### config.mk
export PLATFORM = sky130hd
export DESIGN_NAME = rx_alarm_status_irq
export DESIGN_NICKNAME = d
export VERILOG_FILES = /design/src/hdl/rx_alarm_pkg.sv /design/src/hdl/rx_alarm_status_irq.sv
export SDC_FILE = /design/constraint.sdc
export NUM_CORES = 1
export LEC_CHECK = 0
export BUFFER_PORTS_ARGS = -buffer_cell sky130_fd_sc_hd__clkbuf_2
export CORE_MARGIN = 4
export CORE_UTILIZATION = 50
export DETAILED_ROUTE_END_ITERATION = 12
export GPL_ROUTABILITY_DRIVEN = 0
export GPL_TIMING_DRIVEN = 0
export PLACE_DENSITY = 0.68
export SLEW_MARGIN = 10
export SYNTH_ARGS = -nofsm -noshare
export SYNTH_HDL_FRONTEND = slang
export SYNTH_SLANG_ARGS = --single-unit
### constraint.sdc
create_clock -name sys_clk_in -period 24.6 [get_ports sys_clk_in]
set_input_delay 3.69 -clock sys_clk_in [delete_from_list [all_inputs] [get_ports sys_clk_in]]
set_output_delay 3.69 -clock sys_clk_in [all_outputs]
set_load 0.1 [all_outputs]
### src/hdl/rx_alarm_pkg.sv
package rx_alarm_pkg;

   // --------
   // Register map (byte addresses on APB)
   // --------
   localparam logic [11:0] ADDR_LIVE_1 = 12'h000;
   localparam logic [11:0] ADDR_STICKY_1 = 12'h004;
   localparam logic [11:0] ADDR_MASK_1 = 12'h008;
   localparam logic [11:0] ADDR_TX_CTRL_2 = 12'h00C;
   localparam logic [11:0] ADDR_T1_CTRL_2 = 12'h010;
   localparam logic [11:0] ADDR_BOC_CTRL = 12'h014;

   // --------
   // Field positions
   // --------
   localparam int LIVE_FRAME_LOSS = 0;
   localparam int LIVE_SIGNAL_LOSS = 1;
   localparam int LIVE_BLUE = 2;
   localparam int LIVE_YELLOW = 3;
   localparam int ST_FRAME_LOST = 0;
   localparam int ST_SIGNAL_LOSS = 1;
   localparam int ST_BLUE = 2;
   localparam int ST_YELLOW = 3;
   localparam int ST_FRAME_REGAINED = 4;
   localparam int ST_BLUE_CI = 5;
   localparam int ST_YELLOW_CI = 6;
   localparam int TXC_AUTO_RAI = 5;
   localparam int TXC_AUTO_AIS = 6;
   localparam int T1C_YEL_SEL = 0;
   localparam int T1C_ESF_INTEG = 1;
   localparam int T1C_ESF_MODE = 2;
   localparam int T1C_CRC4_EN = 3;
   localparam int STICKY_W = 7;

   // --------
   // Reset values
   // --------
   localparam logic [7:0] MASK_RESET = 8'h00;
   localparam logic [7:0] CTRL_RESET = 8'h00;

   // --------
   // Detector figures and times
   // --------
   localparam int CLK_MHZ = 125;
   localparam int BLUE_WIN_US = 3000;
   localparam int BLUE_WIN_CYC = BLUE_WIN_US * CLK_MHZ;
   localparam int BLUE_SET_MAX_ZEROS = 4;
   localparam int Y_D4_CHANS = 256;
   localparam int Y_D4_MIN_ZEROS = 254;
   localparam int Y_ESF_SET = 16;
   localparam int Y_ESF_CLR_MAX = 14;
   localparam logic [15:0] Y_ESF_PATTERN = 16'h00FF;
   localparam logic [15:0] RAI_CI_CODE = 16'h3EFF;
   localparam int LOS_ZEROS = 192;
   localparam int LOS_ONES = 14;
   localparam int LOS_SPAN = 112;
   localparam int CI_LEN = 6176;
   localparam int CI_Z0 = 3088;
   localparam int CI_Z1 = 3474;
   localparam int CI_Z2 = 5790;
   localparam int CRC4_WAIT_US = 128000;
   localparam int CRC4_WAIT_CYC = CRC4_WAIT_US * CLK_MHZ;
   localparam int AIS_CI_REP_US = 1200000;
   localparam int AIS_CI_REP_CYC = AIS_CI_REP_US * CLK_MHZ;
   localparam int RAI_CI_REP_US = 1100000;
   localparam int RAI_CI_REP_CYC = RAI_CI_REP_US * CLK_MHZ;

endpackage : rx_alarm_pkg

### src/hdl/rx_alarm_status_irq.sv
// The APB interface to the registers and the register addresses are this design's own decisions.
module rx_alarm_status_irq
   import rx_alarm_pkg::*;
#(
   parameter int BLUE_WIN = BLUE_WIN_CYC,       // Blue alarm window in clocks.
   parameter int CRC4_WAIT = CRC4_WAIT_CYC,     // CRC-4 lock wait in clocks.
   parameter int AIS_CI_REP = AIS_CI_REP_CYC,   // AIS-CI re-set period in clocks.
   parameter int RAI_CI_REP = RAI_CI_REP_CYC    // RAI-CI re-set period in clocks.
)
(
   input wire logic sys_clk_in,               // System clock, 125 MHz.
   input wire logic rst_in,                   // Asynchronous reset, active high.
   input wire logic psel_in,                  // APB select.
   input wire logic penable_in,               // APB enable.
   input wire logic pwrite_in,                // APB write.
   input wire logic [11:0] paddr_in,          // APB byte address.
   input wire logic [31:0] pwdata_in,         // APB write data.
   output logic [31:0] prdata_out,            // APB read data.
   output logic pready_out,                   // APB ready.
   output logic pslverr_out,                  // APB error on unmapped address.
   input wire logic rx_bit_valid_in,          // One received bit this cycle.
   input wire logic rx_bit_in,                // Received line bit.
   input wire logic rx_frame_loss_in,         // Synchronizer out of frame.
   input wire logic fas_lock_in,              // E1 FAS alignment found.
   input wire logic crc4_lock_in,             // E1 CRC-4 multiframe found.
   input wire logic ch_bit2_valid_in,         // Channel bit 2 sample strobe.
   input wire logic ch_bit2_in,               // Channel bit 2 value.
   input wire logic fbit12_valid_in,          // 12th F-bit sample strobe.
   input wire logic fbit12_in,                // 12th F-bit value.
   input wire logic fdl_valid_in,             // FDL bit strobe.
   input wire logic fdl_bit_in,               // FDL bit value.
   input wire logic esf_integ_tick_in,        // 200 ms integration qualifier.
   output logic irq_out_n,                    // Interrupt, active low.
   output logic tx_force_ais_out,             // Transmit AIS now.
   output logic tx_force_rai_out              // Transmit RAI now.
);

   initial
   begin
      if (BLUE_WIN < 1 || CRC4_WAIT < 1 || AIS_CI_REP < 1 || RAI_CI_REP < 1)
         $error("rx_alarm_status_irq: counts must be at least one");
   end

   // --------
   // State
   // --------
   typedef struct packed {
      logic [31:0] prdata;
      logic pready;
      logic pslverr;
      logic irq_n;
      logic ais;
      logic rai;
      logic [STICKY_W-1:0] sticky;
      logic [STICKY_W-1:0] mask;
      logic [7:0] tx_ctrl;
      logic [7:0] t1_ctrl;
      logic [7:0] boc_ctrl;
      logic lof_d;
      logic los_d;
      logic blue_d;
      logic yel_d;
      logic blue;
      logic yellow;
      logic los;
      logic [31:0] blue_cnt;
      logic [2:0] blue_zeros;
      logic [8:0] ch_cnt;
      logic [8:0] ch_zeros;
      logic [1:0] f12_hist;
      logic [15:0] fdl_sh;
      logic [3:0] fdl_bitc;
      logic [4:0] pat_cnt;
      logic [4:0] pat_hits;
      logic [7:0] zrun;
      logic los_clr_act;
      logic [6:0] los_span;
      logic [3:0] los_ones;
      logic [12:0] ci_pos;
      logic ci_ok;
      logic ci_seen;
      logic [31:0] ais_ci_cnt;
      logic [31:0] rai_ci_cnt;
      logic [2:0] boc_cnt;
      logic [31:0] crc4_cnt;
      logic crc4_fail;
   } state_t;

   state_t s_r;
   state_t s_nxt;

   logic wr;
   logic rd;
   logic [STICKY_W-1:0] ev;
   logic mapped;
   logic boc_hit;
   logic [2:0] boc_need;

   // --------
   // Next state
   // --------
   // All detectors, the register file and the outputs are one
   // combinational pass; every output is then registered.
   always_comb
   begin
      s_nxt = s_r;
      ev = '0;
      wr = psel_in && penable_in && pwrite_in && s_r.pready;
      rd = psel_in && !penable_in && !pwrite_in;
      mapped = (paddr_in == ADDR_LIVE_1) || (paddr_in == ADDR_STICKY_1) || (paddr_in == ADDR_MASK_1) ||
               (paddr_in == ADDR_TX_CTRL_2) || (paddr_in == ADDR_T1_CTRL_2) || (paddr_in == ADDR_BOC_CTRL);
      boc_hit = 1'b0;
      boc_need = 3'd1 + {1'b0, s_r.boc_ctrl[1:0]};

      // Received-bit detectors: blue alarm, signal loss, AIS-CI.
      if (rx_bit_valid_in)
      begin
         // Blue alarm judged once per window on its zero count.
         if (!rx_bit_in && s_r.blue_zeros <= 3'(BLUE_SET_MAX_ZEROS))
            s_nxt.blue_zeros = s_r.blue_zeros + 3'd1;
         // Signal loss on a run of zeros.
         if (rx_bit_in)
            s_nxt.zrun = '0;
         else if (s_r.zrun < 8'(LOS_ZEROS))
            s_nxt.zrun = s_r.zrun + 8'd1;
         if (!rx_bit_in && s_r.zrun == 8'(LOS_ZEROS - 1))
            s_nxt.los = 1'b1;
         // Clearing window starts at the first one while in loss.
         if (s_r.los && !s_r.los_clr_act && rx_bit_in)
         begin
            s_nxt.los_clr_act = 1'b1;
            s_nxt.los_span = 7'd1;
            s_nxt.los_ones = 4'd1;
         end
         else if (s_r.los_clr_act)
         begin
            s_nxt.los_span = s_r.los_span + 7'd1;
            if (rx_bit_in)
               s_nxt.los_ones = s_r.los_ones + 4'd1;
            if (rx_bit_in && s_r.los_ones == 4'(LOS_ONES - 1))
            begin
               s_nxt.los = 1'b0;
               s_nxt.los_clr_act = 1'b0;
            end
            else if (s_r.los_span == 7'(LOS_SPAN))
               s_nxt.los_clr_act = 1'b0;
         end
         // AIS-CI signature: zeros only at the three marked positions.
         if (((s_r.ci_pos == 13'(CI_Z0)) || (s_r.ci_pos == 13'(CI_Z1)) || (s_r.ci_pos == 13'(CI_Z2))) == rx_bit_in)
            s_nxt.ci_ok = 1'b0;
         if (s_r.ci_pos == 13'(CI_LEN - 1))
         begin
            s_nxt.ci_pos = '0;
            s_nxt.ci_seen = s_r.ci_ok && (((s_r.ci_pos == 13'(CI_Z2))) != rx_bit_in);
            s_nxt.ci_ok = 1'b1;
         end
         else
            s_nxt.ci_pos = s_r.ci_pos + 13'd1;
         // Resynchronise the signature phase: a zero seen while out of step is taken as the first mark.
         if (!rx_bit_in && !s_r.ci_ok && s_r.ci_pos != 13'(CI_Z0))
         begin
            s_nxt.ci_pos = 13'(CI_Z0 + 1);
            s_nxt.ci_ok = 1'b1;
         end
      end
      if (s_r.blue_cnt == 32'(BLUE_WIN - 1))
      begin
         s_nxt.blue_cnt = '0;
         s_nxt.blue = s_nxt.blue_zeros <= 3'(BLUE_SET_MAX_ZEROS);
         s_nxt.blue_zeros = '0;
      end
      else
         s_nxt.blue_cnt = s_r.blue_cnt + 32'd1;

      // D4 bit-2 yellow alarm over blocks of 256 channels.
      if (!s_r.t1_ctrl[T1C_ESF_MODE] && !s_r.t1_ctrl[T1C_YEL_SEL] && ch_bit2_valid_in)
      begin
         if (s_r.ch_cnt == 9'(Y_D4_CHANS - 1))
         begin
            s_nxt.yellow = (s_r.ch_zeros + {8'd0, !ch_bit2_in}) >= 9'(Y_D4_MIN_ZEROS);
            s_nxt.ch_cnt = '0;
            s_nxt.ch_zeros = '0;
         end
         else
         begin
            s_nxt.ch_cnt = s_r.ch_cnt + 9'd1;
            s_nxt.ch_zeros = s_r.ch_zeros + {8'd0, !ch_bit2_in};
         end
      end
      // D4 12th F-bit yellow alarm on two equal occurrences.
      if (!s_r.t1_ctrl[T1C_ESF_MODE] && s_r.t1_ctrl[T1C_YEL_SEL] && fbit12_valid_in)
      begin
         s_nxt.f12_hist = {s_r.f12_hist[0], fbit12_in};
         if (s_r.f12_hist[0] && fbit12_in)
            s_nxt.yellow = 1'b1;
         else if (!s_r.f12_hist[0] && !fbit12_in)
            s_nxt.yellow = 1'b0;
      end
      // ESF data link: 00FF count and bit-oriented codes.
      if (fdl_valid_in)
      begin
         s_nxt.fdl_sh = {fdl_bit_in, s_r.fdl_sh[15:1]};
         s_nxt.fdl_bitc = s_r.fdl_bitc + 4'd1;
         if (s_r.fdl_bitc == 4'd15)
         begin
            boc_hit = s_nxt.fdl_sh == RAI_CI_CODE;
            if (s_r.t1_ctrl[T1C_ESF_MODE] && (!s_r.t1_ctrl[T1C_ESF_INTEG] || esf_integ_tick_in || s_r.yellow))
            begin
               s_nxt.pat_hits = s_r.pat_hits + {4'd0, s_nxt.fdl_sh == Y_ESF_PATTERN};
               if (s_nxt.fdl_sh == Y_ESF_PATTERN && s_r.pat_hits == s_r.pat_cnt &&
                   s_r.pat_cnt == 5'(Y_ESF_SET - 1))
                  s_nxt.yellow = 1'b1;
               if (s_r.pat_cnt == 5'(Y_ESF_SET - 1))
               begin
                  if (s_nxt.pat_hits <= 5'(Y_ESF_CLR_MAX))
                     s_nxt.yellow = 1'b0;
                  s_nxt.pat_cnt = '0;
                  s_nxt.pat_hits = '0;
               end
               else
                  s_nxt.pat_cnt = s_r.pat_cnt + 5'd1;
            end
            // The BOC filter asks for 1 to 4 identical codes in a row, set by boc_ctrl.
            if (boc_hit)
               s_nxt.boc_cnt = (s_r.boc_cnt < boc_need) ? s_r.boc_cnt + 3'd1 : s_r.boc_cnt;
            else
               s_nxt.boc_cnt = '0;
         end
      end

      // CRC-4 multiframe lock watchdog after FAS lock.
      if (!fas_lock_in || crc4_lock_in || !s_r.t1_ctrl[T1C_CRC4_EN])
      begin
         s_nxt.crc4_cnt = '0;
         s_nxt.crc4_fail = 1'b0;
      end
      else if (s_r.crc4_cnt == 32'(CRC4_WAIT - 1))
         s_nxt.crc4_fail = 1'b1;
      else
         s_nxt.crc4_cnt = s_r.crc4_cnt + 32'd1;

      // Event pulses from edges of the live conditions.
      s_nxt.lof_d = rx_frame_loss_in;
      s_nxt.los_d = s_r.los;
      s_nxt.blue_d = s_r.blue;
      s_nxt.yel_d = s_r.yellow;
      ev[ST_FRAME_LOST] = rx_frame_loss_in && !s_r.lof_d;
      ev[ST_FRAME_REGAINED] = !rx_frame_loss_in && s_r.lof_d;
      ev[ST_SIGNAL_LOSS] = s_r.los && !s_r.los_d;
      ev[ST_BLUE] = s_r.blue && !s_r.blue_d;
      ev[ST_YELLOW] = s_r.yellow && !s_r.yel_d;

      // CI indications repeat on their own timers while present.
      if (s_r.ci_seen && s_r.blue && (s_r.ais_ci_cnt == '0))
         ev[ST_BLUE_CI] = 1'b1;
      if (s_r.blue && s_r.ci_seen)
         s_nxt.ais_ci_cnt = (s_r.ais_ci_cnt == 32'(AIS_CI_REP - 1)) ? '0 : s_r.ais_ci_cnt + 32'd1;
      else
         s_nxt.ais_ci_cnt = '0;
      if (s_r.yellow && s_r.boc_cnt >= boc_need)
      begin
         ev[ST_YELLOW_CI] = s_r.rai_ci_cnt == '0;
         s_nxt.rai_ci_cnt = (s_r.rai_ci_cnt == 32'(RAI_CI_REP - 1)) ? '0 : s_r.rai_ci_cnt + 32'd1;
      end
      else
         s_nxt.rai_ci_cnt = '0;

      // Register writes; a new event wins over a clear in the same cycle.
      s_nxt.pready = psel_in && !penable_in;
      s_nxt.pslverr = psel_in && !penable_in && !mapped;
      if (wr && paddr_in == ADDR_STICKY_1)
         s_nxt.sticky = s_r.sticky & ~pwdata_in[STICKY_W-1:0];
      s_nxt.sticky = s_nxt.sticky | ev;
      if (wr && paddr_in == ADDR_MASK_1)
         s_nxt.mask = pwdata_in[STICKY_W-1:0];
      if (wr && paddr_in == ADDR_TX_CTRL_2)
         s_nxt.tx_ctrl = pwdata_in[7:0];
      if (wr && paddr_in == ADDR_T1_CTRL_2)
         s_nxt.t1_ctrl = pwdata_in[7:0];
      if (wr && paddr_in == ADDR_BOC_CTRL)
         s_nxt.boc_ctrl = pwdata_in[7:0];

      // Read data captured in setup; reads have no side effects.
      s_nxt.prdata = '0;
      if (rd)
      begin
         unique case (paddr_in)
            ADDR_LIVE_1: s_nxt.prdata = {28'd0, s_r.yellow, s_r.blue, s_r.los, rx_frame_loss_in};
            ADDR_STICKY_1: s_nxt.prdata = {25'd0, s_r.sticky};
            ADDR_MASK_1: s_nxt.prdata = {25'd0, s_r.mask};
            ADDR_TX_CTRL_2: s_nxt.prdata = {24'd0, s_r.tx_ctrl};
            ADDR_T1_CTRL_2: s_nxt.prdata = {24'd0, s_r.t1_ctrl};
            ADDR_BOC_CTRL: s_nxt.prdata = {24'd0, s_r.boc_ctrl};
            default: s_nxt.prdata = '0;
         endcase
      end
      else if (psel_in && penable_in)
         s_nxt.prdata = s_r.prdata;

      // Interrupt and automatic transmit alarms.
      s_nxt.irq_n = ~|(s_nxt.sticky & s_nxt.mask);
      s_nxt.ais = s_r.tx_ctrl[TXC_AUTO_AIS] && (rx_frame_loss_in || s_r.blue || s_r.los);
      s_nxt.rai = s_r.tx_ctrl[TXC_AUTO_RAI] &&
                  (rx_frame_loss_in || s_r.blue || s_r.los || s_r.crc4_fail);
   end

   // --------
   // State register
   // --------
   always_ff @(posedge sys_clk_in or posedge rst_in)
   begin
      if (rst_in)
      begin
         s_r <= '0;
         s_r.irq_n <= 1'b1;
         s_r.mask <= MASK_RESET[STICKY_W-1:0];
         s_r.tx_ctrl <= CTRL_RESET;
         s_r.t1_ctrl <= CTRL_RESET;
         s_r.boc_ctrl <= CTRL_RESET;
         s_r.ci_ok <= 1'b1;
      end
      else
         s_r <= s_nxt;
   end

   assign prdata_out = s_r.prdata;
   assign pready_out = s_r.pready;
   assign pslverr_out = s_r.pslverr;
   assign irq_out_n = s_r.irq_n;
   assign tx_force_ais_out = s_r.ais;
   assign tx_force_rai_out = s_r.rai;

endmodule : rx_alarm_status_irq

==> run summary <==
Status: finished clean
Comb power frac: 10.2%
Setup WS post-layout: 19.09 ns
Setup crit start kind: input port
Layout fillers: 2433
PortBufs: 47
Register share of total power: 46.3%
Crit Path Class: in -> reg
Starting Density: 50.59%
Leak pwr: 6.954 nW
Fin nets: 1622
CTS Hold Buffers Added: 0
Critical path, cell by cell: clkbuf_2, or4_4, nor4_4, buf_4, nand3_1, a22o_1, a222oi_1, and4b_1
Pwr Density: 69.15 nW/um^2
Crit path arrival time: 5.96 ns
DRT Wirelength: 29.16 mm
Critical path fanouts, max: 10
Post-synth top flop: dfrtp_1
Worst-skew pair later-pin latency: 0.51 ns
Htree depth: 2
Critical Path Sink Type: flip-flop
Total Routing Usage GR: 19.10%
Kind of cell adding the most delay to the critical path: simple AND/OR/NAND/NOR gates
Clock buffer depth: 3
Slew Limit Fails: 0
Core Area: 27780 sq um
Slew headroom: 33.07%
Avg WL per Cell: 15.08 um
Peak Freq: 181.4 MHz
Postcts setup bufs: 0
Yosys warns: 0
Worst Path Required: 25.05 ns
Worst R2R Start: s_r[60]$_DFF_PP0_
EDFF count, synth: 0
Number of global-route vias before repair: 10180
Max VDD drop: 0.04707 mV
Switching power: 286.4 uW
Mapped Cells: 1425
Pin count of the biggest net entering global routing: 109
Slowest stage delay, CP: 0.57 ns
Global-route wire length before repair: 49.71 mm
Tcrit/Tclk final: 22.41%
Detailed-route via count: 10450
# IOs: 98
Unique masters post-synth: 76
Setup slack at placement: 18.60 ns
Post-CTS Resized: 0
Internal Power: 820.5 uW
# rows: 61
Final hold viol count: 0
Final hold slack: 0.3740 ns
Part of the Yosys area used for sequential elements: 49.16%
Post-synthesis instance area: 14050 sq um
Total gr overflow: 0
Die Y: 175.7 um
Drt first-iter violations: 828
Initial antenna violation count: 2
Cts bufs inserted: 34
Min-delay src: s_nxt[225]$_DFFE_PP0P_
Share of the synthesized area in the top cell type: 48.78%
Final setup vio count: 0
Worst slew pin tran: 0.9786 ns
RSZ-0062 raised after global routing: false
Synth Register Bits: 276
Slowest CP cell: or4_4
Post-synthesis async set-or-reset flop share: 100.0%
Worst setup path start: paddr_in[0]
Top cells by area, synth: dfrtp_1 (49%), xor2_1 (4.5%), nor2_1 (4.3%), xnor2_1 (4.2%), mux2_2 (4.2%)
Die area: 30860 sq um
Clk pwr share: 43.5%
Area leader, netlist: dfrtp_1
Layout cells sized above 1: 14.08%
Die W: 175.7 um
CTS sink cnt: 276
Setup_tns: 0 ns
Final Critical Period: 5.513 ns
Post-Syn Area per Cell: 9.863 sq um
TritonRoute pass-1 iters: 5
Area delta synth->final: 13.90%
Switching Fraction: 25.87%
Via density: 5.401
Clock transition at path regs: 0.06 ns
DR DRC count: 0
Clk_skew: 0.02383 ns
Post-DP HPWL: 20.59 mm
Antenna Nets Post-Route: 0
Max-cap viol count: 0
Root buffer cell: clkbuf_16
Hold Path Class: reg -> reg
CP Buf/Inv Count: 2
CTS tree: done
[worst register-to-register path, cell delays in order, from the launching register on]
cell and delay [ns]:
dfrtp_1 0.41, nor4_1 0.38, nand4_1 0.16, or4_1 0.45, o41ai_1 0.62, clkbuf_1 0.41, nor2_1 0.10
[layout make-up]
class	instances	area, sq um	area share (%)
plain buffers	78	429.2	2.681
inverters	42	165.2	1.032
multi-input cells	1052	6645	41.51
repair buffers	49	290.3	1.813
clock inverters	11	102.6	0.6409
well taps	378	473.0	2.955
flip-flops and latches	276	6909	43.16
clock buffers	47	991.0	6.190
diodes	1	2.502	0.01563
[power groups by stage]
stage          combinational, mW  clock (mW)  sequential (mW)
3_3_place_gp               0.109           0            0.519
6_report                   0.113       0.481            0.512
5_1_grt                    0.129       0.514            0.517
2_1_floorplan             0.0909           0            0.514
4_1_cts                    0.115       0.495            0.512
3_5_place_dp               0.115           0            0.520
[synth_stat cells, types with 15 or more instances]
library cell / instances
xnor2_1: 67
a21oi_1: 29
inv_1: 42
nor2_1: 161
nand2_1: 128
buf_4: 34
mux2_2: 52
clkbuf_1: 31
nor2b_1: 15
o21ai_0: 80
nand4_1: 47
nor4_1: 23
nor3_1: 35
xor2_1: 73
ha_1: 28
dfrtp_1: 274
and3_1: 34
nand3_1: 92
[worst paths after layout]
kind	end	slack, ns	depth (start not counted)
max	irq_out_n$_DFF_PP1_	19.09	8
min	s_r[225]$_DFF_PP0_	0.37	0
max reg2reg	s_r[42]$_DFF_PP0_	21.93	6
min reg2reg	s_r[225]$_DFF_PP0_	0.37	0
max in group asynchronous	s_r[179]$_DFFE_PP0P_	20.40	3
min in group asynchronous	s_r[109]$_DFFE_PP0P_	3.27	2
[logic make-up (layout without fill, tap and decap cells)]
| family | count (synthesis) | in the layout | synth area share (%) |
|---|---|---|---|
| xor+xnor | 140 | 140 | 8.724 |
| simple gates | 616 | 616 | 22.26 |
| buf+inv | 120 | 227 | 4.175 |
| flops | 276 | 276 | 49.16 |
| other cells | 1 | 25 | 0.02668 |
| mux | 66 | 66 | 5.341 |
| compound gates | 178 | 178 | 7.816 |
| fa+ha+maj | 28 | 28 | 2.493 |
[registers in the layout (all words and copies together) (netlist names)]
| register | cells |
|---|---|
| irq_out_n | 1 |
| prdata_out | 8 |
| pready_out | 1 |
| pslverr_out | 1 |
| s_nxt | 3 |
| s_r | 260 |
| tx_force_ais_out | 1 |
| tx_force_rai_out | 1 |
[placed cells by master (no fill, tap or decap), types with 29 or more instances in the layout]
| cell type | instances |
|---|---|
| dfrtp_1 | 274 |
| nor2_1 | 161 |
| nand2_1 | 128 |
| nand3_1 | 92 |
| o21ai_0 | 80 |
| xor2_1 | 73 |
| xnor2_1 | 67 |
| mux2_2 | 52 |
| nand4_1 | 47 |
| clkbuf_2 | 47 |
| inv_1 | 41 |
| clkbuf_1 | 36 |
| nor3_1 | 35 |
| clkbuf_16 | 35 |
| and3_1 | 34 |
| buf_4 | 34 |
| a21oi_1 | 29 |
[per-layer routing]
layer	GRT usage [%]	wire length, um
met1	26.98	13530
met2	30.54	13600
met3	3.293	1334
met4	5.653	682
met5	0	13
[metrics by stage]
stage | utilization [%] | total power, mW | cells | area, sq um
CTS | 57.61 | 1.122 | 1933 | 16010
global placement | 53.45 | 0.6278 | 1873 | 14850
floorplan | - | 0.6048 | 1448 | 14140
global route | 57.62 | 1.160 | 1934 | 16010
detailed placement | 53.68 | 0.6343 | 1875 | 14910
finish | 57.62 | 1.107 | 1934 | 16010
Power figures use the tool's default switching activity.
